$ cat src/rtl/spiint_map.svh
`ifndef SPIINT_MAP_SVH
`define SPIINT_MAP_SVH
`define SPIINT_ADDR_W 8
`define SPIINT_OFF_ENABLE 8'h14
`define SPIINT_OFF_RAW 8'h18
`define SPIINT_OFF_GATED 8'h1C
`define SPIINT_OFF_CLEAR 8'h20
`define SPIINT_BIT_OVERRUN 0
`define SPIINT_BIT_TIMEOUT 1
`define SPIINT_BIT_RXLEVEL 2
`define SPIINT_BIT_TXLEVEL 3
`define SPIINT_ENABLE_RST 4'h0
`define SPIINT_OVERRUN_RST 1'h0
`define SPIINT_TIMEOUT_RST 1'h0
`define SPIINT_RXLEVEL_RST 1'h0
`define SPIINT_TXLEVEL_RST 1'h1
`define SPIINT_IRQ_RST 1'h0
`define SPIINT_OVERWRITE_RST 1'h0
`define SPIINT_RDATA_RST 32'h00000000
`define SPIINT_TIMEOUT_BITS 32
`define SPIINT_FIFO_DEPTH 8
`define SPIINT_LEVEL_W 4
`endif

$ cat src/rtl/spiint_pkg.sv
package spiint_pkg;
	typedef logic [3:0] spiint_cond_t;
	typedef logic [7:0] spiint_addr_t;
endpackage : spiint_pkg

$ cat src/rtl/spiint_interrupt_logic.sv
// The strobed register port was chosen for this implementation.
`include "spiint_map.svh"
// What this block does
// - Four enable bits, reset to zero
// - Frame received while receive FIFO full sets overrun
// - Overrun frame overwrites previous frame data
// - Timeout after 32 unread bit periods
// - Receive level flag when half full
// - Transmit level flag when half empty
// - Raw status shows all conditions
// - Gated status is raw AND enable
// - Writing ones to clear register clears
// - Clear bit 0 clears overrun
// - Clear bit 1 clears timeout
// - Level flags follow FIFO, no clear
module spiint_interrupt_logic
	import spiint_pkg::*;
(
	input wire logic clk_sys,
	input wire logic rstn,
	input wire logic clkEn,
	input wire logic [7:0] regAddr,
	input wire logic [31:0] regWdata,
	input wire logic regWr,
	input wire logic regRd,
	output logic [31:0] regRdata,
	input wire logic [3:0] rxLevel,
	input wire logic [3:0] txLevel,
	input wire logic frameReceived,
	input wire logic rxFifoRead,
	input wire logic [7:0] prescaleDivisor,
	input wire logic [7:0] serialClockRate,
	output logic overwriteLast,
	output logic irq
);
	spiint_cond_t enable;
	spiint_cond_t next_enable;
	spiint_cond_t raw;
	spiint_cond_t gated;
	logic overrunRaw;
	logic next_overrunRaw;
	logic timeoutRaw;
	logic next_timeoutRaw;
	logic rxLevelRaw;
	logic next_rxLevelRaw;
	logic txLevelRaw;
	logic next_txLevelRaw;
	logic overwriteHit;
	logic next_overwriteLast;
	logic next_irq;
	logic [31:0] next_regRdata;
	logic [16:0] bitDiv;
	logic [16:0] bitCnt;
	logic [16:0] next_bitCnt;
	logic [5:0] periodCnt;
	logic [5:0] next_periodCnt;
	logic periodsLeft;
	logic bitEnd;
	logic timeoutHit;
	logic countHold;
	logic enableWr;
	logic clearWr;
	logic clearOverrun;
	logic clearTimeout;
	logic readEnable;
	logic readRaw;
	logic readGated;
	logic rxFull;
	logic rxEmpty;
	logic rxHalf;
	logic txHalf;

	// Byte address match for one register
	function automatic logic addrHit(input logic [7:0] addr, input logic [7:0] offset);
		addrHit = (addr == offset);
	endfunction : addrHit

	// Bit period in clock cycles: prescale times (rate plus one)
	function automatic logic [16:0] bitPeriod(input logic [7:0] psc, input logic [7:0] serial_clock_rate);
		bitPeriod = 17'(psc) * (17'(serial_clock_rate) + 17'h00001);
	endfunction : bitPeriod

	// True on the last cycle of a period; a zero limit ends every cycle
	function automatic logic lastCycle(input logic [16:0] cnt, input logic [16:0] limit);
		lastCycle = (cnt + 17'h00001 >= limit);
	endfunction : lastCycle

	// Zero-extend a condition image to a bus word
	function automatic logic [31:0] toWord(input spiint_cond_t cond);
		toWord = {28'h0000000, cond};
	endfunction : toWord

	// Write decode
	assign enableWr = regWr && addrHit(regAddr, `SPIINT_OFF_ENABLE);
	assign clearWr = regWr && addrHit(regAddr, `SPIINT_OFF_CLEAR);
	assign clearOverrun = clearWr && regWdata[`SPIINT_BIT_OVERRUN];
	assign clearTimeout = clearWr && regWdata[`SPIINT_BIT_TIMEOUT];

	// Read decode; the clear register falls through and reads zero
	assign readEnable = regRd && addrHit(regAddr, `SPIINT_OFF_ENABLE);
	assign readRaw = regRd && addrHit(regAddr, `SPIINT_OFF_RAW);
	assign readGated = regRd && addrHit(regAddr, `SPIINT_OFF_GATED);

	// FIFO level decode
	assign rxFull = (rxLevel >= 4'(`SPIINT_FIFO_DEPTH));
	assign rxEmpty = (rxLevel == 4'h0);
	assign rxHalf = (rxLevel >= 4'(`SPIINT_FIFO_DEPTH / 2));
	assign txHalf = (txLevel <= 4'(`SPIINT_FIFO_DEPTH / 2));
	// frame arrives with no room left
	assign overwriteHit = frameReceived && rxFull;

	// Timeout bit-period decode
	assign bitDiv = bitPeriod(prescaleDivisor, serialClockRate);
	assign bitEnd = lastCycle(bitCnt, bitDiv);
	// Count restarts whenever the FIFO is empty or popped
	assign countHold = rxEmpty || rxFifoRead;
	// Counting stops once the full span is reached
	assign periodsLeft = (periodCnt < 6'(`SPIINT_TIMEOUT_BITS));
	// last bit of the final unread period
	assign timeoutHit = !countHold && bitEnd
		&& (periodCnt == 6'(`SPIINT_TIMEOUT_BITS - 1));

	assign raw = {txLevelRaw, rxLevelRaw, timeoutRaw, overrunRaw};
	assign gated = raw & enable;

	// enable register, low four bits only
	always_comb begin
		next_enable = enable;
		if (enableWr) begin
			next_enable = regWdata[3:0];
		end
	end

	always_ff @(posedge clk_sys) begin
		if (!rstn) begin
			enable <= `SPIINT_ENABLE_RST;
		end else if (clkEn) begin
			enable <= next_enable;
		end
	end

	// overrun set; a frame into a full receive FIFO beats a clear in the same cycle
	always_comb begin
		next_overrunRaw = overrunRaw;
		if (overwriteHit) begin
			next_overrunRaw = 1'h1;
		end else if (clearOverrun) begin
			next_overrunRaw = 1'h0;
		end
	end

	always_ff @(posedge clk_sys) begin
		if (!rstn) begin
			overrunRaw <= `SPIINT_OVERRUN_RST;
		end else if (clkEn) begin
			overrunRaw <= next_overrunRaw;
		end
	end

	// FIFO overwrites its newest entry on overrun
	always_comb begin
		next_overwriteLast = overwriteHit;
	end

	always_ff @(posedge clk_sys) begin
		if (!rstn) begin
			overwriteLast <= `SPIINT_OVERWRITE_RST;
		end else if (clkEn) begin
			overwriteLast <= next_overwriteLast;
		end
	end

	always_comb begin
		next_bitCnt = bitCnt;
		if (countHold) begin
			next_bitCnt = 17'h00000;
		end else if (periodsLeft) begin
			if (bitEnd) begin
				next_bitCnt = 17'h00000;
			end else begin
				next_bitCnt = bitCnt + 17'h00001;
			end
		end
	end

	always_ff @(posedge clk_sys) begin
		if (!rstn) begin
			bitCnt <= 17'h00000;
		end else if (clkEn) begin
			bitCnt <= next_bitCnt;
		end
	end

	// unread bit periods, held at the limit
	always_comb begin
		next_periodCnt = periodCnt;
		if (countHold) begin
			next_periodCnt = 6'h00;
		end else if (periodsLeft && bitEnd) begin
			next_periodCnt = periodCnt + 6'h01;
		end
	end

	always_ff @(posedge clk_sys) begin
		if (!rstn) begin
			periodCnt <= 6'h00;
		end else if (clkEn) begin
			periodCnt <= next_periodCnt;
		end
	end

	// timeout flag; the set beats a clear in the same cycle
	always_comb begin
		next_timeoutRaw = timeoutRaw;
		if (timeoutHit) begin
			next_timeoutRaw = 1'h1;
		end else if (clearTimeout) begin
			next_timeoutRaw = 1'h0;
		end
	end

	always_ff @(posedge clk_sys) begin
		if (!rstn) begin
			timeoutRaw <= `SPIINT_TIMEOUT_RST;
		end else if (clkEn) begin
			timeoutRaw <= next_timeoutRaw;
		end
	end

	// receive level flag follows the FIFO only
	always_comb begin
		next_rxLevelRaw = rxHalf;
	end

	always_ff @(posedge clk_sys) begin
		if (!rstn) begin
			rxLevelRaw <= `SPIINT_RXLEVEL_RST;
		end else if (clkEn) begin
			rxLevelRaw <= next_rxLevelRaw;
		end
	end

	// transmit level flag follows the FIFO only
	always_comb begin
		next_txLevelRaw = txHalf;
	end

	always_ff @(posedge clk_sys) begin
		if (!rstn) begin
			txLevelRaw <= `SPIINT_TXLEVEL_RST;
		end else if (clkEn) begin
			txLevelRaw <= next_txLevelRaw;
		end
	end

	// single request line, one cycle behind the gated image
	always_comb begin
		next_irq = |gated;
	end

	always_ff @(posedge clk_sys) begin
		if (!rstn) begin
			irq <= `SPIINT_IRQ_RST;
		end else if (clkEn) begin
			irq <= next_irq;
		end
	end

	// read data stand one cycle, reserved bits zero
	always_comb begin
		next_regRdata = `SPIINT_RDATA_RST;
		if (readEnable) begin
			next_regRdata = toWord(enable);
		end else if (readRaw) begin
			next_regRdata = toWord(raw);
		end else if (readGated) begin
			next_regRdata = toWord(gated);
		end
	end

	// Idle cycles with clkEn high return zero; while clkEn is low the last read data holds on the bus
	always_ff @(posedge clk_sys) begin
		if (!rstn) begin
			regRdata <= `SPIINT_RDATA_RST;
		end else if (clkEn) begin
			regRdata <= next_regRdata;
		end
	end
endmodule : spiint_interrupt_logic

$ cat config.mk
export PLATFORM = sky130hd
export DESIGN_NAME = spiint_interrupt_logic
export DESIGN_NICKNAME = d
export VERILOG_FILES = /design/src/rtl/spiint_pkg.sv /design/src/rtl/spiint_interrupt_logic.sv
export VERILOG_INCLUDE_DIRS = /design/src /design/src/rtl
export SDC_FILE = /design/constraint.sdc
export NUM_CORES = 1
export LEC_CHECK = 0
export ABC_AREA = 1
export BUFFER_PORTS_ARGS = -buffer_cell sky130_fd_sc_hd__buf_2
export CORE_MARGIN = 5
export CORE_UTILIZATION = 52
export CTS_CLUSTER_DIAMETER = 100
export DETAILED_ROUTE_END_ITERATION = 8
export GPL_ROUTABILITY_DRIVEN = 1
export PLACE_DENSITY = 0.77
export REMOVE_ABC_BUFFERS = 1
export SYNTH_ARGS = -nofsm -noshare
export SYNTH_HDL_FRONTEND = slang
export SYNTH_SLANG_ARGS = --single-unit
$ cat constraint.sdc
create_clock -name clk_sys -period 6.1 [get_ports clk_sys]
set_input_delay 0.61 -clock clk_sys [delete_from_list [all_inputs] [get_ports clk_sys]]
set_output_delay 0.61 -clock clk_sys [all_outputs]
set_load 0.03 [all_outputs]
Word-level counts from Yosys, hierarchy flattened --
Index checks and enable logic that the tools add are counted.
Storage, ports and cells: input port bits 71, output and inout port bits 34, word-level logic and storage cells 61, register bits after elaboration 65
Cells by class: multiply operators 1, $add $sub $neg 3, bitwise operators 1, magnitude comparators 5, equality and inequality tests 5, reductions and logical operators 24, multiplexer cells 12
Operators with widths (number):
- 2-to-1 mux 17 bit | 3
- equality test 8 x 5 -> 1 bit (second input constant) | 3
- adder 17 x 1 -> 17 bit (second input constant) | 1
- >= comparator 17 bit | 1
- multiplier 8 x 9 -> 17 bit | 1
- 2-to-1 mux 4 bit | 3
- 2-to-1 mux 6 bit | 2
- logical AND 1 bit | 11
- AND reduction 2 bit | 5
- adder 8 x 1 -> 9 bit (second input constant) | 1
- equality test 8 x 6 -> 1 bit (second input constant) | 1
- nonzero test 2 bit | 4
- adder 6 x 1 -> 6 bit (second input constant) | 1
- equality test 6 x 5 -> 1 bit (second input constant) | 1
- less-than comparator 6 bit (second input constant) | 1
- AND 4 bit | 1
- >= comparator 4 x 3 -> 1 bit (second input constant) | 1
- >= comparator 4 bit (second input constant) | 1
- less-or-equal comparator 4 x 3 -> 1 bit (second input constant) | 1
- logical NOT 4 bit | 1
- 2-to-1 mux 1 bit | 4
- OR reduction 4 bit | 1
- logical NOT 1 bit | 1
- logical OR 1 bit | 1

Logic depth before layout (Yosys ltp) --
depth in word-level cells 7, gate-level depth with buffers 39, depth with buffers taken out 39

Worst setup path before layout --
No wires, ideal clock.
kind input-to-reg, start in serialClockRate[0], end reg bitCnt[16], stages on the path 34, path buffers 2, setup time 69 ps, data required time 6031 ps, data arrival time 6222 ps, path slack -191 ps, path through buf_2 -> nand3_1 -> inv_1 -> nand4_1 -> nor2_1 -> xor2_1 -> nor2_1 -> fa_1 -> fa_1 -> fa_1 -> inv_1 -> fa_1 -> inv_1 -> ha_1 -> a21oi_1 -> o21ai_0 -> nand2_1 -> nand3_1 -> nand2_1 -> inv_1 -> o21ai_0 -> nand2_1 -> nand2_1 -> nand2_1 -> ha_1 -> nand2_1 -> nor2_1 -> and2_1 -> nand3_1 -> nand3_2 -> nor3_4 -> buf_8 -> nand2_2 -> a21oi_2
On the way: longest elaborated chain between the ends 6
RTL lines:
- start, declared | line spiint_interrupt_logic.sv:32 | input wire logic [7:0] serialClockRate,
- adder 8 x 1 -> 9 bit | line spiint_interrupt_logic.sv:80 | bitPeriod = 17'(psc) * (17'(serial_clock_rate) + 17'h00001);
- multiplier 8 x 9 -> 17 bit | line spiint_interrupt_logic.sv:80
- >= comparator 17 bit | line spiint_interrupt_logic.sv:85 | lastCycle = (cnt + 17'h00001 >= limit);
- 2-to-1 mux 17 bit | line spiint_interrupt_logic.sv:178 | if (bitEnd) begin
- 2-to-1 mux 17 bit | line spiint_interrupt_logic.sv:177 | end else if (periodsLeft) begin
- 2-to-1 mux 17 bit | line spiint_interrupt_logic.sv:175 | if (countHold) begin
- end signal, assigned | line spiint_interrupt_logic.sv:190 | bitCnt <= next_bitCnt;
- end, declared | line spiint_interrupt_logic.sv:53 | logic [16:0] bitCnt;
No other way between the ends. The select of a mux whose other input is x is not followed. A chain may end at the register's enable or synchronous reset.

Worst setup path after layout --
start in serialClockRate[1], end reg bitCnt[6]
The elaborated chain is that of the path after synthesis.

==> metrics <==
Post-Route Skew between 0.008 and 0.009 ns; Worst Setup SP serialClockRate[1]; Sw Ratio 46.8%; Clk network pwr share approximately 11%; ranking of synthesized cells by area fa_1 (17%), dfxtp_1 (15%), ha_1 (14%); Synth-to-Final Area Change 27.1%; multi-input logic area 4140 µm²; ys async rst share 0%; Worst R2R Setup Slack approximately 3 ns; layout filler cell count ~740; placed cell count approximately 900; vias in the first global route 4878; grt total ovfl 0; H-tree level count 2; Post-CTS Hold Fix Bufs 0; clk_lat worst skew ~0.30 ns; CP Capture Type flip-flop; final hold vios 0; Final Power 2.05 mW; WP data arrival about 6.3 ns; Seq pwr share roughly an eighth; port bufs 48; Ports roughly 110; initial antenna violation count 0; GRT Overall Usage a little over a fifth; mean post-synth cell area 7.26 µm²; Cell variety after synth 46; Pins Over Slew Limit 0; Min Clock Period, post-route approximately 6.1 ns; Reg2Reg Capture Point bitCnt[6]; first-pass GRT wire length about 21 mm; CP dominant cell by count fa_1; core area 9640 µm²; unrepaired setup endpoints after global routing yes; cell taking the most area after synthesis fa_1; Post-Layout Cell Count around 940; number of nets with antenna violations after routing 0; Net Sw Power approximately 960 µW; CTS Buffer Depth 2; drt pass-1 iters 5; #FFs+latches synth 37; Lkg Pwr between 3 and 4 nW; VDD IR max about 0.19 mV; final WL 13.3 mm; CP endpoint bitCnt[6]; Die Footprint ~12000 µm²; mean routed wirelength per cell 14.1 µm; # DRC 0; placed wire-length estimate slightly above 9 mm; slowest CP cell fa_1; Combinational Power Share 76.8%; FP Rows 36; gate count of the mapped netlist 699; synth cell count leaders inv_1 (126), nand2_1 (118), nor2_1 (94), ha_1 (57), fa_1 (42); P_int about 1.1 mW; drt initial violations slightly above 300; dpl ws -0.625 ns; fin nets approximately 980; Fmax about 160 MHz; global placement routability congestion between 0.9 and 1; register area share after synthesis between 10% and 20%; CP required about 6.3 ns; Setup CP Type in2reg; final setup violation count 5; fin worst setup slack -0.0211 ns; Via Count between 4000 and 5000; Num CTS Buffers 5; worst min-delay path category reg2reg; initial core utilization 52.6%; Die Span Y 109 µm; # diodes 0; final period utilization 100%; width of the die about 110 µm; Clock Sinks 37; crit path max fanout 9; reg2reg path depth 18; Final Util between 60% and 70%; max-capacitance violation count 0; area taken by flip-flops and latches between 700 and 800 µm²; Max transition margin a little over a third; failing checks negative setup slack; Slew @ Worst Pin 0.973 ns; share of layout cells above drive strength 1 between 30% and 40%; post-synth top area share around 17%; Main synth FF type dfxtp_1; Root Driver clkbuf_8; clk slew on worst S/H paths 0.07 ns; Max stage delay on crit path ~0.54 ns; Ys Warns 0; Setup crit start kind input port; TritonCTS clock tree yes; r2r startpoint bitCnt[0]; Syn Std Cell Area a little over 5000 µm²; DR vias/cell 5.14; outcome complete, but fails checks; top-count cell post-synth inv_1; largest net degree at the start of global routing 27; EDFF count, synth 0; Pwr Density 319 nW/µm²
==> layout make-up <==
cell class	instances	share of cell area [%]
clock buffer	6	1.28
clock inverter	2	0.582
tap	133	2.58
timing repair buffer	112	11.9
multi-input combinational	515	64.2
sequential	37	11.5
inverter	137	7.97
==> layout by cell type (no fill, tap or decap), drive strengths merged, types with 2 or more instances in the layout <==
| cell | n |
|---|---|
| inv | 135 |
| nand2 | 128 |
| buf | 112 |
| nor2 | 100 |
| ha | 57 |
| fa | 42 |
| a21oi | 39 |
| dfxtp | 37 |
| conb | 28 |
| o21ai | 26 |
| nand3 | 25 |
| xor2 | 17 |
| xnor2 | 12 |
| nand4 | 11 |
| nor3 | 8 |
| clkbuf | 6 |
| nor4 | 4 |
| a31oi | 3 |
| or2 | 3 |
| clkinv | 2 |
| a211oi | 2 |
| o31ai | 2 |
==> per-layer routing <==
layer / share of wire [%] / GRT usage, %
met1: 40 / 26.1
met2: 52 / 39.2
met3: 5.6 / 2.61
met4: 2.8 / 6.49
met5: 0 / 0
==> cells by family after synthesis <==
logic type | count (synthesis) | share of synthesized area, %
AO/OA/AOI/OAI | 78 | 9.37
adder cells (fa/ha/maj) | 99 | 30.6
other | 1 | 0.0739
flip-flops | 37 | 14.6
XOR/XNOR | 29 | 5.74
AND/OR/NAND/NOR | 281 | 24.4
buffers and inverters | 174 | 15.2
==> flip-flops by register name (all words and copies together) (netlist names) <==
signal and count:
txLevelRaw 1, regRdata 4, overrunRaw 1, timeoutRaw 1, irq 1, rxLevelRaw 1
enable 4, periodCnt 6, overwriteLast 1, bitCnt 17
==> stage by stage <==
step | hold slack, ns | area, µm² | setup TNS [ns]
2_1_floorplan | 0.439 | 4920 | -3.67
3_3_place_gp | 0.454 | 5710 | -8.18
3_5_place_dp | 0.460 | 5710 | -12.02
4_1_cts | 0.470 | 6150 | 0
5_1_grt | 0.499 | 6450 | -7.68
6_report | 0.464 | 6450 | -0.0668
==> power by group through the flow <==
stage                     registers [mW]  clock network [mW]  logic [mW]
after floorplan                    0.259                   0       0.689
after global placement             0.255                   0        1.05
after detailed placement           0.256                   0        1.09
after CTS                          0.250               0.230        1.26
after global routing               0.251               0.240        1.72
final                              0.250               0.226        1.58
==> worst max-delay path, delay by kind of cell <==
family	cells	cell delay [ns]
AOI/OAI and AO/OA	4	0.49
and+or+nand+nor	12	1.39
buffers and inverters	9	0.94
xor gates and xnor gates	1	0.14
adders and majority gates	7	2.71
==> worst min-delay path by stage <==
stage / from / end / slack, ns / cells past startpoint
after global placement: periodCnt[4] / periodCnt[4] / 0.45 / 2
after detailed placement: overwriteLast / overwriteLast / 0.46 / 2
after floorplan: periodCnt[4] / periodCnt[4] / 0.44 / 2
final: overwriteLast / overwriteLast / 0.46 / 2
after CTS: overwriteLast / overwriteLast / 0.47 / 2
after global routing: overwriteLast / overwriteLast / 0.50 / 2
==> repair_timing <==
| action | CTS | global route |
|---|---|---|
| resized for setup | 57 | 80 |
| endpoints found under the setup margin | 24 | 24 |
| buffers inserted | 11 | 4 |
| hold endpoints to repair | 0 | 0 |
| pin swaps | 41 | 62 |
| gates cloned | 1 | 0 |
Note: power is estimated with default switching activity, not from simulation.
